File: src/hdl/tcpe_pkg.sv
package tcpe_pkg;
   // ============================================================
   // Register map, byte addresses
   localparam logic [11:0] OFF_EMU_RATIO = 12'h004;
   localparam logic [11:0] OFF_CNT_LO    = 12'h010;
   localparam logic [11:0] OFF_CNT_HI    = 12'h014;
   localparam logic [11:0] OFF_PRD_LO    = 12'h018;
   localparam logic [11:0] OFF_PRD_HI    = 12'h01c;
   localparam logic [11:0] OFF_CTRL      = 12'h040;

   // ============================================================
   // Field positions
   localparam int EMU_FREE_BIT    = 0;
   localparam int EMU_SOFT_BIT    = 1;
   localparam int RATIO_LSB       = 16;
   localparam int RATIO_MSB       = 19;
   localparam int CTRL_MODE_LSB   = 0;
   localparam int CTRL_LO_RS_BIT  = 2;
   localparam int CTRL_HI_RS_BIT  = 3;
   localparam int CTRL_ENA_LO_LSB = 4;
   localparam int CTRL_ENA_HI_LSB = 6;

   // ============================================================
   // Reset values and fixed figures
   localparam logic [31:0] CNT_RST     = 32'h0000_0000;
   localparam logic [31:0] PRD_RST     = 32'h0000_0000;
   localparam logic [7:0]  CTRL_RST    = 8'h00;
   localparam logic [1:0]  EMU_RST     = 2'h0;
   localparam logic [3:0]  CLOCK_RATIO = 4'h1;

   // ============================================================
   // Timer mode and enable mode codes
   localparam logic [1:0] MODE_GP64      = 2'h0;
   localparam logic [1:0] MODE_DUAL_UNCH = 2'h1;
   localparam logic [1:0] MODE_WDOG      = 2'h2;
   localparam logic [1:0] MODE_DUAL_CH   = 2'h3;
   localparam logic [1:0] ENA_OFF        = 2'h0;
   localparam logic [1:0] ENA_ONCE       = 2'h1;
   localparam logic [1:0] ENA_CONT       = 2'h2;
endpackage

File: src/hdl/tcpe_timer_regs.sv
`timescale 1ns/1ps
module tcpe_timer_regs (
   input  wire logic        pclk,
   input  wire logic        presetn,
   input  wire logic [11:0] paddr,
   input  wire logic        psel,
   input  wire logic        penable,
   input  wire logic        pwrite,
   input  wire logic [31:0] pwdata,
   output logic      [31:0] prdata,
   output logic             pready,
   output logic             pslverr,
   input  wire logic        emu_suspend,
   output logic             period_match_lo,
   output logic             period_match_hi
);

   // ============================================================
   // Storage
   logic [31:0] cnt_lo_q;
   logic [31:0] cnt_lo_d;
   logic [31:0] cnt_hi_q;
   logic [31:0] cnt_hi_d;
   logic [31:0] prd_lo_q;
   logic [31:0] prd_hi_q;
   logic [7:0]  ctrl_q;
   logic [1:0]  emu_q;
   logic        done_lo_q;
   logic        done_lo_d;
   logic        done_hi_q;
   logic        done_hi_d;
   logic        match_lo_q;
   logic        match_lo_d;
   logic        match_hi_q;
   logic        match_hi_d;
   logic [31:0] prdata_q;
   logic        pready_q;
   logic        pslverr_q;
   logic        susp_meta_q;
   logic        susp_q;
   logic [3:0]  div_q;
   logic        tick_q;

   // ============================================================
   // Bus decode
   wire         access_start = psel & penable & ~pready_q;
   wire         access_done  = psel & penable & pready_q;
   wire         hit_emu      = (paddr == tcpe_pkg::OFF_EMU_RATIO);
   wire         hit_cnt_lo   = (paddr == tcpe_pkg::OFF_CNT_LO);
   wire         hit_cnt_hi   = (paddr == tcpe_pkg::OFF_CNT_HI);
   wire         hit_prd_lo   = (paddr == tcpe_pkg::OFF_PRD_LO);
   wire         hit_prd_hi   = (paddr == tcpe_pkg::OFF_PRD_HI);
   wire         hit_ctrl     = (paddr == tcpe_pkg::OFF_CTRL);
   wire         hit_any      = hit_emu | hit_cnt_lo | hit_cnt_hi | hit_prd_lo
                               | hit_prd_hi | hit_ctrl;
   wire         wr_ok        = access_done & pwrite;
   wire         wr_emu       = wr_ok & hit_emu;
   wire         wr_cnt_lo    = wr_ok & hit_cnt_lo;
   wire         wr_cnt_hi    = wr_ok & hit_cnt_hi;
   wire         wr_prd_lo    = wr_ok & hit_prd_lo;
   wire         wr_prd_hi    = wr_ok & hit_prd_hi;
   wire         wr_ctrl      = wr_ok & hit_ctrl;

   // Only the two emulation bits are stored; the ratio and reserved bits are constants.
   wire [31:0]  emu_word     = {12'h000, tcpe_pkg::CLOCK_RATIO, 14'h0000,
                               emu_q};
   wire [31:0]  rd_mux       = hit_emu    ? emu_word :
                               hit_cnt_lo ? cnt_lo_q :
                               hit_cnt_hi ? cnt_hi_q :
                               hit_prd_lo ? prd_lo_q :
                               hit_prd_hi ? prd_hi_q :
                               hit_ctrl   ? {24'h000000, ctrl_q} : 32'h0000_0000;

   // ============================================================
   // Control fields
   wire [1:0]   mode      = ctrl_q[tcpe_pkg::CTRL_MODE_LSB +: 2];
   wire         lo_rs     = ctrl_q[tcpe_pkg::CTRL_LO_RS_BIT];
   wire         hi_rs     = ctrl_q[tcpe_pkg::CTRL_HI_RS_BIT];
   wire [1:0]   ena_lo    = ctrl_q[tcpe_pkg::CTRL_ENA_LO_LSB +: 2];
   wire [1:0]   ena_hi    = ctrl_q[tcpe_pkg::CTRL_ENA_HI_LSB +: 2];
   wire         free_run  = emu_q[tcpe_pkg::EMU_FREE_BIT];
   wire         soft_stop = emu_q[tcpe_pkg::EMU_SOFT_BIT];
   wire         is64      = (mode == tcpe_pkg::MODE_GP64)
                            | (mode == tcpe_pkg::MODE_WDOG);
   wire         chained   = (mode == tcpe_pkg::MODE_DUAL_CH);

   // ============================================================
   // Match and suspend decisions
   wire [63:0]  cnt64     = {cnt_hi_q, cnt_lo_q};
   wire [63:0]  prd64     = {prd_hi_q, prd_lo_q};
   wire         m64       = (cnt64 == prd64);
   wire         m_lo      = (cnt_lo_q == prd_lo_q);
   wire         m_hi      = (cnt_hi_q == prd_hi_q);
   wire         m_lo_sel  = is64 ? m64 : m_lo;
   // A soft stop lets the count reach its period before freezing there.
   wire         halt_lo   = susp_q & ~free_run
                            & (~soft_stop | m_lo_sel);
   wire         halt_hi   = susp_q & ~free_run & (~soft_stop | m_hi);
   wire         en_lo     = (ena_lo == tcpe_pkg::ENA_CONT)
                            | ((ena_lo == tcpe_pkg::ENA_ONCE) & ~done_lo_q);
   wire         en_hi     = (ena_hi == tcpe_pkg::ENA_CONT)
                            | ((ena_hi == tcpe_pkg::ENA_ONCE) & ~done_hi_q);
   wire         run_lo    = lo_rs & ~halt_lo & en_lo;
   wire         run_hi    = hi_rs & ~halt_hi & en_hi;
   wire         run64     = run_lo & hi_rs;
   wire         go_hi     = chained ? (run_lo & m_lo & run_hi) : run_hi;
   wire [63:0]  cnt64_inc = cnt64 + 64'h0000_0000_0000_0001;

   // ============================================================
   // Counter next state
   always_comb begin
      cnt_lo_d   = cnt_lo_q;
      cnt_hi_d   = cnt_hi_q;
      done_lo_d  = done_lo_q & lo_rs & (ena_lo == tcpe_pkg::ENA_ONCE);
      done_hi_d  = done_hi_q & hi_rs & (ena_hi == tcpe_pkg::ENA_ONCE);
      match_lo_d = 1'b0;
      match_hi_d = 1'b0;
      if (tick_q) begin
         if (is64) begin
            if (run64) begin
               if (m64) begin
                  cnt_lo_d   = 32'h0000_0000;
                  cnt_hi_d   = 32'h0000_0000;
                  match_lo_d = 1'b1;
                  done_lo_d  = (ena_lo == tcpe_pkg::ENA_ONCE);
               end else begin
                  cnt_lo_d = cnt64_inc[31:0];
                  cnt_hi_d = cnt64_inc[63:32];
               end
            end
         end else begin
            if (run_lo) begin
               if (m_lo) begin
                  cnt_lo_d   = 32'h0000_0000;
                  match_lo_d = 1'b1;
                  done_lo_d  = (ena_lo == tcpe_pkg::ENA_ONCE);
               end else begin
                  cnt_lo_d = cnt_lo_q + 32'h0000_0001;
               end
            end
            if (go_hi) begin
               if (m_hi) begin
                  cnt_hi_d   = 32'h0000_0000;
                  match_hi_d = 1'b1;
                  done_hi_d  = (ena_hi == tcpe_pkg::ENA_ONCE);
               end else begin
                  cnt_hi_d = cnt_hi_q + 32'h0000_0001;
               end
            end
         end
      end
      // A software write lands on top of whatever the count would have done.
      if (wr_cnt_lo) begin
         cnt_lo_d = pwdata;
      end
      if (wr_cnt_hi) begin
         cnt_hi_d = pwdata;
      end
   end

   // ============================================================
   // Timer input clock enable and suspend synchroniser
   always_ff @(posedge pclk or negedge presetn) begin
      if (!presetn) begin
         div_q  <= 4'h0;
         tick_q <= 1'b0;
      end else if (div_q == tcpe_pkg::CLOCK_RATIO - 4'h1) begin
         div_q  <= 4'h0;
         tick_q <= 1'b1;
      end else begin
         div_q  <= div_q + 4'h1;
         tick_q <= 1'b0;
      end
   end

   always_ff @(posedge pclk or negedge presetn) begin
      if (!presetn) begin
         susp_meta_q <= 1'b0;
         susp_q      <= 1'b0;
      end else begin
         susp_meta_q <= emu_suspend;
         susp_q      <= susp_meta_q;
      end
   end

   // ============================================================
   // Counter and flag registers
   // Only the hardware reset and a period match clear the counters; the half reset bits merely freeze them.
   always_ff @(posedge pclk or negedge presetn) begin
      if (!presetn) begin
         cnt_lo_q   <= tcpe_pkg::CNT_RST;
         cnt_hi_q   <= tcpe_pkg::CNT_RST;
         done_lo_q  <= 1'b0;
         done_hi_q  <= 1'b0;
         match_lo_q <= 1'b0;
         match_hi_q <= 1'b0;
      end else begin
         cnt_lo_q   <= cnt_lo_d;
         cnt_hi_q   <= cnt_hi_d;
         done_lo_q  <= done_lo_d;
         done_hi_q  <= done_hi_d;
         match_lo_q <= match_lo_d;
         match_hi_q <= match_hi_d;
      end
   end

   // ============================================================
   // Software registers
   always_ff @(posedge pclk or negedge presetn) begin
      if (!presetn) begin
         prd_lo_q <= tcpe_pkg::PRD_RST;
         prd_hi_q <= tcpe_pkg::PRD_RST;
         ctrl_q   <= tcpe_pkg::CTRL_RST;
         emu_q    <= tcpe_pkg::EMU_RST;
      end else begin
         if (wr_prd_lo) begin
            prd_lo_q <= pwdata;
         end
         if (wr_prd_hi) begin
            prd_hi_q <= pwdata;
         end
         if (wr_ctrl) begin
            ctrl_q <= pwdata[7:0];
         end
         if (wr_emu) begin
            emu_q <= pwdata[1:0];
         end
      end
   end

   // ============================================================
   // APB answer: one wait state, read data and error captured with pready.
   always_ff @(posedge pclk or negedge presetn) begin
      if (!presetn) begin
         pready_q  <= 1'b0;
         pslverr_q <= 1'b0;
         prdata_q  <= 32'h0000_0000;
      end else begin
         pready_q  <= access_start;
         pslverr_q <= access_start & ~hit_any;
         if (access_start & ~pwrite) begin
            prdata_q <= rd_mux;
         end
      end
   end

   assign prdata          = prdata_q;
   assign pready          = pready_q;
   assign pslverr         = pslverr_q;
   assign period_match_lo = match_lo_q;
   assign period_match_hi = match_hi_q;

   wire no_cnt_wr = ~wr_cnt_lo & ~wr_cnt_hi;
endmodule // tcpe_timer_regs

File: config.mk
export PLATFORM = sky130hd
export DESIGN_NAME = tcpe_timer_regs
export DESIGN_NICKNAME = d
export VERILOG_FILES = /design/src/hdl/tcpe_pkg.sv /design/src/hdl/tcpe_timer_regs.sv
export SDC_FILE = /design/constraint.sdc
export NUM_CORES = 1
export LEC_CHECK = 0
export ABC_AREA = 1
export BUFFER_PORTS_ARGS = -buffer_cell sky130_fd_sc_hd__buf_2
export CAP_MARGIN = 0
export CORE_MARGIN = 10
export CORE_UTILIZATION = 35
export CTS_BUF_LIST = sky130_fd_sc_hd__clkbuf_4
export DETAILED_ROUTE_END_ITERATION = 10
export GPL_ROUTABILITY_DRIVEN = 0
export MAX_ROUTING_LAYER = met4
export PLACE_DENSITY = 0.5
export SETUP_SLACK_MARGIN = 0.5
export SYNTH_ARGS = -nofsm -noshare
export SYNTH_HDL_FRONTEND = slang
export SYNTH_SLANG_ARGS = --single-unit
File: constraint.sdc
create_clock -name pclk -period 2.28 [get_ports pclk]
set_input_delay 0 -clock pclk [delete_from_list [all_inputs] [get_ports pclk]]
set_output_delay 0 -clock pclk [all_outputs]
set_load 0.01 [all_outputs]
==> results.tsv <==
stage	metric	value	unit
status	status	finished with violations	
status	failed_checks	negative setup slack	
pwr	power.total	5.702	mW
cells_and_area	fillers	3552	
cts	clk_path_buf_depth	2	
detailed_routing	first_pass_iters	5	
floorplan	start_util	35.70	%
sta	rsz0062_at_grt	true	
cts	htreeDepth	4	
cts	cts_sinks	183	
cells_and_area	final_cell_mix	600 x nand2_1, 344 x buf_4, 209 x inv_1	
sta	hold_ws	0.01395	ns
sta	setup_viol	64	
critical_path	cp_max_fo	24	
floorplan	die_h	210.9	um
sta	final.min_clock_period	2.402	ns
floorplan	rows	69	
synth	ys_top_cells_by_area	dfrtp_1 36%, nand2_1 20%, o21ai_0 7.1%, inv_1 6.6%, nor2_1 4.2%	
placed_design	dpl.hpwl	45320	um
sta	fin_ws	-0.1222	ns
cts	clock_latency	0.70	ns
cells_and_area	syn_to_final_growth	48.11	%
sta	fin_crit_sh	105.4	%
floorplan	die_w	210.9	um
cts	clk_pin_slew_worst_paths	0.17	ns
detailed_routing	num_vias	15600	
critical_path	start_kind	register	
floorplan	core_area	35740	sq um
global_routing	grt.overflow.total	0	
synth	synth_cell_types	42	
pwr	power_density	301.7	nW/um^2
synth	yosysTopAreaCellShare	35.89	%
synth	synthArstFlopShare	100.0	%
sta	fmax	0.4163	GHz
placed_design	placed_cell_area	16140	sq um
synth	syn_avg_cell_area	6.527	sq um
synth	ys_ff_latch	183	
global_routing	grt_first_pass_wirelength	90530	um
sta	worst_pin_slew	0.8366	ns
critical_path	crit_path_end_kind	register	
placed_design	port_buffers	85	
synth	syn_area	12760	sq um
cells_and_area	fin_area	18900	sq um
synth	synth_warnings	0	
sta	slew-limit-headroom	44.17	%
synth	synth_area_leader_cell	dfrtp_1	
pwr	p_leak	9.107	nW
cells_and_area	final_nets	2471	
min_path	hold_class	in2reg	
cells_and_area	drive_gt1_share	32.89	%
cts	numCtsBuffers	17	
synth	yosysSeqAreaShare	35.89	%
placed_design	dp_slack	-0.4194	ns
global_routing	grt_max_degree	65	
sta	timing.setup.tns	-5.850	ns
floorplan	dieArea	44500	sq um
global_routing	antenna_found_initial	2	
run	maxCapViolCount	0	
detailed_routing	final_antenna_net_count	0	
synth	synthCells	1955	
cells_and_area	final_util	52.88	%
detailed_routing	vias_per_cell	5.393	
critical_path	cp_data_required_time	2.88	ns
cts	clockRootBuffer	clkbuf_4	
critical_path	path_class	reg2reg	
pwr	vdd_drop_max	0.2787	mV
sta	drv_slew	0	
placed_design	post-place-cells	2752	
cells_and_area	final_cells	2892	
critical_path	crit_arrival	3.01	ns
sta	finalHoldViolCount	0	
floorplan	io-pin-count	86	
detailed_routing	drt_iter0_markers	1742	
detailed_routing	totalWireLength	61490	um
cts	cts_tree	built	
global_routing	grt_use_total	27.71	%
detailed_routing	drc_errors	0	
synth	ys.flop_type	dfrtp_1	
synth	synth_edf_count	0	
global_routing	first_global_vias	14670	
cells_and_area	final_common_cell	nand2_1	
detailed_routing	wl_per_cell	21.26	um
synth	syn-num-nets	2009	
sta	skew	0.02709	ns
## cells in the mapped netlist (9+ instances only)
master      n
nand2_1   675
nor3_1     41
clkbuf_1   39
o22ai_1    32
nor2_2     11
a21oi_1    23
buf_4       9
nand4_1    67
inv_2      23
nand3_1    84
inv_1     226
nor2_1    143
o221ai_1   30
o21ai_1    49
o21ai_0   180
buf_2      27
dfrtp_1   183
xor2_1     51
## worst max-delay path, cell delays in order, from the launching register on
cell and delay [ns]:
dfrtp_2 0.47, inv_2 0.06, nand2_2 0.06, nand2_2 0.06, nor2_4 0.14, nand2_2 0.09
nor2_1 0.11, buf_4 0.15, nand2_4 0.05, nor2_4 0.14, nand2_4 0.11, nand3_4 0.08
nand2_4 0.08, nand3_2 0.08, nand2_2 0.07, nand2_4 0.12, nand3_4 0.09, buf_12 0.17
nand2_1 0.07, nand2_1 0.06
## logic make-up after synthesis
family          synth area share (%)
flops                          35.89
simple gates                   34.99
xor+xnor                       3.844
compound gates                 14.38
fa+ha+maj                     0.3922
buf+inv                        10.50
## layer usage
metal / wire [um] / track usage (%) / share of wire [%] / up-vias
li1: - / - / - / 7266
met1: 26520 / 36.46 / 43 / 7513
met2: 27960 / 42.60 / 45 / 692
met3: 4838 / 4.362 / 7.9 / 127
met4: 2176 / 9.416 / 3.5 / 0
met5: 0 / - / 0 / -
## repair_timing
| item | 4_1_cts | 5_1_grt |
|---|---|---|
| hold buffers | 46 | 1 |
| gates cloned | 6 | 5 |
| hold endpoints to repair | 334 | 2 |
| pin swaps | 16 | 42 |
| setup buffers | 26 | 23 |
| gates resized for setup | 122 | 235 |
| endpoints found under the setup margin | 128 | 133 |
## power by group
group          internal, mW  leakage (nW)  total (mW)  switching [mW]
registers              3.25          2.50        3.25         0.00221
clock network         0.776         0.146        2.09            1.31
logic                 0.137          6.46       0.363           0.226
## path summary, 6_finish.rpt
check                             start           end  slack (ns)  cells past startpoint
setup / recovery           cnt_hi_q[18]  cnt_hi_q[11]       -0.12                     19
hold / removal                 paddr[2]       pslverr        0.01                      6
setup reg to reg           cnt_hi_q[18]  cnt_hi_q[11]       -0.12                     19
hold reg to reg             susp_meta_q        susp_q        0.38                      0
max in group asynchronous       presetn   cnt_hi_q[0]        1.16                      4
min in group asynchronous       presetn    prdata[16]        0.38                      3
## registers in the layout, indices dropped and copies added (netlist names)
| name | cells |
|---|---|
| susp_meta_q | 1 |
| prd_lo_q | 32 |
| cnt_hi_q | 32 |
| prd_hi_q | 32 |
| susp_q | 1 |
| pready | 1 |
| done_lo_q | 1 |
| pslverr | 1 |
| cnt_lo_q | 32 |
| done_hi_q | 1 |
| period_match_lo | 1 |
| div_q | 4 |
| emu_q | 2 |
| tick_q | 1 |
| ctrl_q | 8 |
| period_match_hi | 1 |
| prdata | 32 |
## cell type report
class                   count  area (sq um)  share of cell area [%]
repair inverters            1         8.758                 0.04634
well taps                 461         576.8                   3.052
clock buffers              19         142.6                  0.7547
diodes                      2         5.005                 0.02648
inverters                 250         980.9                   5.190
repair buffers            523          4329                   22.90
clock inverters            12         153.9                  0.8142
multi-input cells        1441          8108                   42.90
flip-flops and latches    183          4596                   24.31
Power figures use the tool's default switching activity.
